--- config.mk ---
export PLATFORM = sky130hd
export DESIGN_NAME = shsr_top
export DESIGN_NICKNAME = d
export VERILOG_FILES = /design/src/core/shsr_pkg.sv /design/src/core/shsr_decode.sv /design/src/core/shsr_seek_timer.sv /design/src/core/shsr_top.sv
export SDC_FILE = /design/constraint.sdc
export NUM_CORES = 1
export LEC_CHECK = 0
export BUFFER_PORTS_ARGS = -buffer_cell sky130_fd_sc_hd__buf_2
export CORE_MARGIN = 3
export CORE_UTILIZATION = 45
export CTS_CLUSTER_DIAMETER = 80
export CTS_CLUSTER_SIZE = 40
export DETAILED_ROUTE_END_ITERATION = 10
export GPL_TIMING_DRIVEN = 0
export PLACE_DENSITY = 0.77
export SLEW_MARGIN = 20
export SYNTH_ARGS = -nofsm -noshare
export SYNTH_HDL_FRONTEND = slang
export SYNTH_SLANG_ARGS = --single-unit
--- constraint.sdc ---
create_clock -name clk -period 1.9 [get_ports clk]
set_clock_uncertainty 0.2 [all_clocks]
set_input_delay 0.285 -clock clk [delete_from_list [all_inputs] [get_ports clk]]
set_output_delay 0.285 -clock clk [all_outputs]
set_load 0.1 [all_outputs]
--- src/core/shsr_pkg.sv ---
// constants and types for the head-return and sense-report command block
// What this block does
// - command bytes 1xh decode as head return
// - head return seeks heads to cylinder 0
// - failed seek sets track-zero-miss error flag
// - command byte 0Bh decodes as sense report
// - stored sense carries standard key/code/qualifier values
// - no stored sense returns all zeros
// - latest command updates sense, except code C3
// - sense report discards stored sense afterwards
// - later completing command overwrites stored sense
// - sense report ignores queued auto-sense setting
// - queued command errors feed stored sense
// - aborts in aborted state keep queued sense
// - non-queued errors also logged for page 10h
// - sense report invalidates logged sense data
// - sense-available bit needs both identify bits plus pending
// - error and sense-available may both be set
// - bit 1 meaningless when identify bit clear
// - qualifier, code, key placed in sector/cylinder registers
// - sense reporting feature disabled after power-up; the block holds no enable state, it follows the id120_sense_en input
package shsr_pkg;
  // command codes
  localparam logic [3:0] CMD_HOME_NIB = 4'h1;
  localparam logic [7:0] CMD_SENSE = 8'h0b;
  localparam logic [7:0] CMD_NO_SENSE_UPD = 8'hc3;
  localparam logic [7:0] LOG_PAGE_SENSE = 8'h10;
  // error register bit positions
  localparam int ERR_ABT = 2;
  localparam int ERR_TZM = 1;
  // status register bit positions
  localparam int ST_BSY = 7;
  localparam int ST_RDY = 6;
  localparam int ST_DSC = 4;
  localparam int ST_SDA = 1;
  localparam int ST_ERR = 0;
  // identify word bit used for sense reporting
  localparam int ID_SENSE_BIT = 6;
  // seek timeout: 5 ms at 40 MHz
  localparam int SEEK_TMO_US = 5000;
  localparam int CLK_MHZ = 40;
  localparam int SEEK_TMO_CYC = SEEK_TMO_US * CLK_MHZ;
  localparam int TMO_W = 18;
  // controller states
  typedef enum logic [1:0] {SHSR_IDLE, SHSR_SEEK, SHSR_DONE} shsr_state_t;
endpackage

--- src/core/shsr_decode.sv ---
// command byte decoder for the head-return and sense-report commands
`timescale 1ns/100ps
`default_nettype none
module shsr_decode (
  // command byte
  input wire logic [7:0] cmd,
  // decoded classes
  output logic is_home,
  output logic is_sense,
  output logic is_c3
);
  // low nibble is ignored for the head-return family
  assign is_home = (cmd[7:4] == shsr_pkg::CMD_HOME_NIB);
  assign is_sense = (cmd == shsr_pkg::CMD_SENSE);
  assign is_c3 = (cmd == shsr_pkg::CMD_NO_SENSE_UPD);
endmodule
`default_nettype wire

--- src/core/shsr_seek_timer.sv ---
// seek watchdog: counts while a seek is in flight, flags timeout
`timescale 1ns/100ps
`default_nettype none
module shsr_seek_timer #(
  parameter int TMO_CYC = shsr_pkg::SEEK_TMO_CYC
) (
  // clock and reset
  input wire logic clk,
  input wire logic sys_rst,
  // run level and expiry flag, held high while run stays high once the count saturates
  input wire logic run,
  output logic expired
);
  logic [shsr_pkg::TMO_W-1:0] cnt_q;
  // counter clears whenever the seek is not running
  always_ff @(posedge clk) begin
    if (sys_rst || !run) begin
      cnt_q <= '0;
    end else if (cnt_q != shsr_pkg::TMO_W'(TMO_CYC - 1)) begin
      cnt_q <= cnt_q + 1'b1;
    end
  end
  assign expired = run && (cnt_q == shsr_pkg::TMO_W'(TMO_CYC - 1));
endmodule
`default_nettype wire

--- src/core/shsr_top.sv ---
// head-return and sense-report command interpreter of the drive
`timescale 1ns/100ps
`default_nettype none
module shsr_top #(
  parameter int SEEK_TMO_CYC = shsr_pkg::SEEK_TMO_CYC
) (
  // clock and reset
  input wire logic clk,
  input wire logic sys_rst,
  // command issue from the task-file front end
  input wire logic cmd_valid,
  input wire logic [7:0] cmd_byte,
  // identify words 119 and 120 bit 6 (feature supported / enabled)
  input wire logic id119_sense_en,
  input wire logic id120_sense_en,
  // servo interface
  output logic seek_req,
  input wire logic seek_at_zero,
  // other commands completing with sense results
  input wire logic other_done,
  input wire logic [7:0] other_cmd,
  input wire logic other_has_sense,
  input wire logic other_queued,
  input wire logic [3:0] other_key,
  input wire logic [7:0] other_asc,
  input wire logic [7:0] other_ascq,
  input wire logic aborted_state,
  // log read of page 10h
  input wire logic log_rd,
  output logic log_valid,
  output logic [3:0] log_key,
  output logic [7:0] log_asc,
  output logic [7:0] log_ascq,
  // task-file readback
  output logic [7:0] command_error_flags,
  output logic [7:0] device_condition_flags,
  output logic [7:0] sector_number_out,
  output logic [7:0] cylinder_low_out,
  output logic [7:0] cylinder_high_out,
  output logic done
);
  shsr_pkg::shsr_state_t state_q;
  logic is_home, is_sense, is_c3, tmo;
  logic sense_vld_q; // a triplet is stored
  logic sense_queued_q; // stored triplet came from a queued error
  logic [3:0] key_q;
  logic [7:0] asc_q, ascq_q;
  logic take_home, take_sense, upd_other;

  // decode of the host command byte
  shsr_decode u_dec (
    .cmd(cmd_byte),
    .is_home(is_home),
    .is_sense(is_sense),
    .is_c3()
  );
  // decode of the other command that completed
  shsr_decode u_dec_o (
    .cmd(other_cmd),
    .is_home(),
    .is_sense(),
    .is_c3(is_c3)
  );
  // seek watchdog; a shorter timeout can be set for simulation
  shsr_seek_timer #(.TMO_CYC(SEEK_TMO_CYC)) u_tmr (
    .clk(clk),
    .sys_rst(sys_rst),
    .run(state_q == shsr_pkg::SHSR_SEEK),
    .expired(tmo)
  );

  // commands are only taken while idle
  assign take_home = cmd_valid && is_home && (state_q == shsr_pkg::SHSR_IDLE);
  assign take_sense = cmd_valid && is_sense && (state_q == shsr_pkg::SHSR_IDLE);
  // C3 never updates; aborts in the aborted state keep a queued triplet
  assign upd_other = other_done && !is_c3
    && !(aborted_state && sense_queued_q);

  // command sequencer
  always_ff @(posedge clk) begin
    if (sys_rst) begin
      state_q <= shsr_pkg::SHSR_IDLE;
    end else begin
      unique case (state_q)
        shsr_pkg::SHSR_IDLE: begin
          if (take_home) begin
            state_q <= shsr_pkg::SHSR_SEEK;
          end else if (take_sense) begin
            state_q <= shsr_pkg::SHSR_DONE;
          end
        end
        shsr_pkg::SHSR_SEEK: begin
          if (seek_at_zero || tmo) begin
            state_q <= shsr_pkg::SHSR_DONE;
          end
        end
        shsr_pkg::SHSR_DONE: begin
          state_q <= shsr_pkg::SHSR_IDLE;
        end
        // the unused fourth code falls back to idle rather than locking up
        default: begin
          state_q <= shsr_pkg::SHSR_IDLE;
        end
      endcase
    end
  end
  // heads are driven toward cylinder 0 for the whole seek
  assign seek_req = (state_q == shsr_pkg::SHSR_SEEK);
  assign done = (state_q == shsr_pkg::SHSR_DONE);

  // error flags, latched per command
  always_ff @(posedge clk) begin
    if (sys_rst) begin
      command_error_flags <= '0;
    end else if (take_home || take_sense) begin
      command_error_flags <= '0;
    end else if (state_q == shsr_pkg::SHSR_SEEK && tmo && !seek_at_zero) begin
      command_error_flags[shsr_pkg::ERR_TZM] <= 1'b1;
    end
  end

  // stored sense triplet; a new result wins over the read-clear
  always_ff @(posedge clk) begin
    if (sys_rst) begin
      sense_vld_q <= 1'b0;
      sense_queued_q <= 1'b0;
      key_q <= '0;
      asc_q <= '0;
      ascq_q <= '0;
    end else if (upd_other) begin
      sense_vld_q <= other_has_sense;
      sense_queued_q <= other_queued && other_has_sense;
      key_q <= other_has_sense ? other_key : 4'h0;
      asc_q <= other_has_sense ? other_asc : 8'h00;
      ascq_q <= other_has_sense ? other_ascq : 8'h00;
    end else if (take_sense) begin
      sense_vld_q <= 1'b0;
      sense_queued_q <= 1'b0;
      key_q <= '0;
      asc_q <= '0;
      ascq_q <= '0;
    end
  end

  // sense report loads the readback registers; independent of auto-sense
  always_ff @(posedge clk) begin
    if (sys_rst) begin
      sector_number_out <= '0;
      cylinder_low_out <= '0;
      cylinder_high_out <= '0;
    end else if (take_sense) begin
      sector_number_out <= sense_vld_q ? ascq_q : 8'h00;
      cylinder_low_out <= sense_vld_q ? asc_q : 8'h00;
      cylinder_high_out <= {4'h0, sense_vld_q ? key_q : 4'h0};
    end
  end

  // log page copy of non-queued error sense; dropped on sense report
  always_ff @(posedge clk) begin
    if (sys_rst) begin
      log_valid <= 1'b0;
      log_key <= '0;
      log_asc <= '0;
      log_ascq <= '0;
    end else if (other_done && other_has_sense && !other_queued) begin
      log_valid <= 1'b1;
      log_key <= other_key;
      log_asc <= other_asc;
      log_ascq <= other_ascq;
    end else if (take_sense) begin
      log_valid <= 1'b0;
    end
  end

  // status: busy while seeking, error on abort or miss, sense-available
  always_comb begin
    device_condition_flags = '0;
    device_condition_flags[shsr_pkg::ST_BSY] = (state_q == shsr_pkg::SHSR_SEEK);
    device_condition_flags[shsr_pkg::ST_RDY] = 1'b1;
    device_condition_flags[shsr_pkg::ST_DSC] = (state_q != shsr_pkg::SHSR_SEEK);
    device_condition_flags[shsr_pkg::ST_ERR] = command_error_flags[shsr_pkg::ERR_ABT]
      || command_error_flags[shsr_pkg::ERR_TZM];
    // bit 1 left zero when the feature is off; via identify inputs
    device_condition_flags[shsr_pkg::ST_SDA] = id119_sense_en && id120_sense_en
      && sense_vld_q;
  end

  // checks
  tzm_after_tmo_a: assert property (@(posedge clk) disable iff (sys_rst)
    (state_q == shsr_pkg::SHSR_SEEK && tmo && !seek_at_zero)
    |=> command_error_flags[shsr_pkg::ERR_TZM] && done)
    else $error("track zero miss not flagged");
  sense_clear_a: assert property (@(posedge clk) disable iff (sys_rst)
    (take_sense && !upd_other) |=> !sense_vld_q)
    else $error("sense not discarded");
  sda_gate_a: assert property (@(posedge clk) disable iff (sys_rst)
    device_condition_flags[shsr_pkg::ST_SDA] |-> (id119_sense_en && id120_sense_en))
    else $error("sense available without feature");
  c3_keep_a: assert property (@(posedge clk) disable iff (sys_rst)
    (other_done && is_c3 && !take_sense) |=> $stable(key_q) && $stable(asc_q))
    else $error("c3 updated sense");
  sense_out_a: assert property (@(posedge clk) disable iff (sys_rst)
    (take_sense && sense_vld_q) |=> cylinder_low_out == $past(asc_q)
    && sector_number_out == $past(ascq_q))
    else $error("sense fields misplaced");
  sense_zero_a: assert property (@(posedge clk) disable iff (sys_rst)
    (take_sense && !sense_vld_q) |=> cylinder_high_out == 8'h00)
    else $error("empty sense not zero");
  home_seek_a: assert property (@(posedge clk) disable iff (sys_rst)
    take_home |=> seek_req)
    else $error("head return did not seek");
  log_inval_a: assert property (@(posedge clk) disable iff (sys_rst)
    (take_sense && !(other_done && other_has_sense && !other_queued)) |=> !log_valid)
    else $error("log sense kept after report");
  busy_done_a: assert property (@(posedge clk) disable iff (sys_rst)
    done |-> !device_condition_flags[shsr_pkg::ST_BSY])
    else $error("busy at completion");
endmodule
`default_nettype wire

==> impl_metrics.csv <==
group,metric,value,unit
logic_synthesis,ys_seq_area_share,50.39,%
routing,drt-wirelength-per-cell,14.42,µm
sta,final_hold_viol_count,0,
grt,grt_first_pass_wirelength,14430,µm
power,p_sw,1.057,mW
routing,vias_per_cell,5.290,
sta,rsz0062_at_grt,"true",
critical_path,cpPeakStageDelay,0.55,ns
logic_synthesis,yosysUniqueCellTypes,46,
critical_path,crit_family,"simple AND/OR/NAND/NOR gates",
logic_synthesis,synthMuxAreaShare,0,%
power,vdd_ir_drop_max,0.6345,mV
grt,grt_max_degree,16,
layout,utilization,66.58,%
critical_path,crit_slowest_cell,"or4_4",
routing,drtIter0Drc,190,
logic_synthesis,synthFlopType,"dfxtp_1",
clock_network,clock_sinks,84,
logic_synthesis,syn_avg_cell_area,8.781,µm²
layout,diodes,0,
routing,ant_nets,0,
critical_path,critPathCaptureType,"flop",
sta,final-setup-viol-count,2,
clock_network,clk_pin_slew,0.09,ns
logic_synthesis,synthCells,380,
run,maxCapViolCount,0,
sta,fin_crit,1.928,ns
logic_synthesis,synth-adder-area-share,0.3750,%
critical_path,cp_max_fo,3,
power,switching_share,29.01,%
layout,drive_gt1_share,33.83,%
routing,wl,9098,µm
floorplan,fp-row-count,30,
floorplan,io_pins,110,
routing,vias,3338,
logic_synthesis,ys_top_cells_by_area,"dfxtp_1 (50%), nand2_1 (7.8%), a21oi_1 (7.5%), a22o_1 (5.5%), nand3_1 (4.2%)",
logic_synthesis,synth-edff-count,0,
placed_design,detailed_place_hpwl,6227,µm
critical_path,required,1.93,ns
logic_synthesis,yosysWarnings,0,
layout,final_cell_mix,"buf_2 (90), dfxtp_1 (74), nand2_1 (68)",
sta,finalMaxSlewViolations,0,
clock_network,htree_levels,3,
floorplan,die_w,92.11,µm
power,clkPwrFrac,36.3,%
critical_path,cp_num_buf_inv,0,
sta,setup_ws,-0.02757,ns
critical_path,critPathMostFrequentCell,"or4_4",
critical_path,critPathArrivalTime,1.95,ns
placed_design,gp_congestion,0.8307,
logic_synthesis,synth_compound_area_share,18.04,%
critical_path,worstPathCellList,"or4_4 > or4_4 > o21ai_1 > a21oi_1",
logic_synthesis,synth-xor-area-share,1.050,%
sta,fmax,0.5188,GHz
logic_synthesis,synth_area,3337,µm²
logic_synthesis,synth_top_area_share,50.39,%
sta,slew_headroom,64.25,%
grt,grt-ovfl-total,0,
logic_synthesis,synth-seq-cells,84,
power,power_frac_comb,14.0,%
layout,mostFrequentLayoutCell,"buf_2",
power,leakagePower,1.957,nW
floorplan,initial_core_util,47.80,%
logic_synthesis,synth_top_family_by_area,"simple AND/OR/NAND/NOR gates",
clock_network,cts-buffers-inserted,9,
clock_network,cts_root_buffer,"clkbuf_8",
min_path,min_path_type,"in -> reg",
status,run_status,"finished, violations left",
sta,finalHoldWorstSlack,0.03778,ns
layout,nFillCells,570,
sta,post-route-period-util,101.5,%
grt,antenna_found_initial,0,
clock_network,cts_buffer_depth,2,
sta,tightest_slew,0.5363,ns
logic_synthesis,async_flop_share,0,%
layout,nets,578,
critical_path,rrSetupSlack,-0.03,ns
layout,syn_to_final_growth,39.30,%
clock_network,clock_latency,0.35,ns
floorplan,coreArea,6982,µm²
critical_path,criticalPathCategory,"reg -> reg",
routing,drcViolationCount,0,
logic_synthesis,synthSimpleGateAreaFrac,22.87,%
critical_path,start_kind,"flop",
placed_design,dp_cells,582,
placed_design,port_buffers,93,
clock_network,cts_tree,"done",
layout,layoutNonFillerInstCount,631,
sta,finalSetupTns,-0.04415,ns
floorplan,die-height,92.11,µm
floorplan,die_area,8484,µm²
power,cellInternalPower,2.588,mW
power,power_frac_seq,49.7,%
grt,grt_pass1_vias,2946,
power,powerDensity,784.2,nW/µm²
routing,drt_pass1_iterations,5,
placed_design,pre_cts_slack,-0.1424,ns
logic_synthesis,yosysTopAreaCell,"dfxtp_1",
grt,grt.total_usage,21.17,%
status,violations,"setup timing",
## path summary, 6_finish.rpt
| path | cells past startpoint | from | to |
|---|---|---|---|
| min | 3 | seek_at_zero | state_q[0]$_SDFFE_PP0P_ |
| max | 4 | u_tmr.cnt_q[15]$_SDFFE_PP0P_ | u_tmr.cnt_q[1]$_SDFFE_PP0P_ |
| min reg2reg | 2 | sector_number_out[7]$_SDFFE_PP0P_ | sector_number_out[7]$_SDFFE_PP0P_ |
| max reg2reg | 4 | u_tmr.cnt_q[15]$_SDFFE_PP0P_ | u_tmr.cnt_q[1]$_SDFFE_PP0P_ |
## worst reg2reg max path, cell delays in order, from the launching register on
cell     delay (ns)
dfxtp_2        0.33
or4_4          0.55
or4_4          0.51
o21ai_1        0.14
a21oi_1        0.07
## sequential cells by signal, summed over array words and instances (netlist names)
signal               count
u_tmr.cnt_q             18
asc_q                    8
ascq_q                   8
cylinder_low_out         8
log_asc                  8
log_ascq                 8
sector_number_out        8
cylinder_high_out        4
key_q                    4
log_key                  4
state_q                  2
command_error_flags      1
log_valid                1
sense_queued_q           1
sense_vld_q              1
## metrics by stage
stage	total power [mW]	area (µm²)
2_1_floorplan	2.213	3415
6_report	3.645	4648
3_3_place_gp	2.311	4000
4_1_cts	3.662	4476
3_5_place_dp	2.315	4000
5_1_grt	3.784	4648
## repair_timing
action	4_1_cts	5_1_grt
hold buffers	21	0
setup endpoints to repair	56	61
pin swaps	4	11
gates cloned	0	0
endpoints found under the hold margin	41	0
resized for setup	14	34
setup buffers	2	11
## synth_stat cells (2+ instances only)
| cell | instances |
|---|---|
| o31ai_1 | 2 |
| nor2_1 | 10 |
| and3_1 | 5 |
| o211ai_1 | 3 |
| o21ai_1 | 5 |
| inv_1 | 5 |
| buf_2 | 5 |
| buf_4 | 17 |
| or3_1 | 3 |
| nand3_1 | 28 |
| or4_1 | 3 |
| a31o_1 | 2 |
| or4_4 | 2 |
| conb_1 | 2 |
| nand4_1 | 5 |
| nor3b_1 | 2 |
| nor2b_1 | 2 |
| nand4bb_1 | 2 |
| clkbuf_1 | 17 |
| nor3_1 | 4 |
| nand4b_1 | 3 |
| nand2_1 | 69 |
| xnor2_1 | 4 |
| o21ai_0 | 4 |
| a22o_1 | 21 |
| dfxtp_1 | 84 |
| a31oi_1 | 3 |
| a21oi_1 | 50 |
## final cells by class
class	count	area (µm²)	share of cell area, %
inverters	5	22.52	0.4845
well taps	96	120.1	2.584
clock buffers	10	137.6	2.961
flip-flops and latches	84	1699	36.55
repair buffers	127	800.8	17.23
clock inverters	6	71.32	1.534
plain buffers	38	229.0	4.926
multi-input cells	265	1568	33.73
## logic make-up after synthesis
kind of cell | after synthesis
xor+xnor | 4
other cells | 2
flops | 84
fa+ha+maj | 1
buf+inv | 44
simple gates | 149
compound gates | 96
## per-layer routing
layer	wire (µm)	up-vias	GRT usage (%)
met5	0	-	0
met4	182	0	6.683
met3	661	19	5.578
met2	4231	141	33.70
met1	4022	1555	28.02
li1	-	1623	-
## power groups by stage
| stage | combinational [mW] | sequential, mW | clock, mW |
|---|---|---|---|
| after floorplan | 0.254 | 1.96 | 0 |
| after global placement | 0.456 | 1.85 | 0 |
| after detailed placement | 0.460 | 1.85 | 0 |
| after CTS | 0.498 | 1.81 | 1.35 |
| after global routing | 0.535 | 1.82 | 1.43 |
| final | 0.509 | 1.81 | 1.32 |
Note: power is estimated with default switching activity, not from simulation.
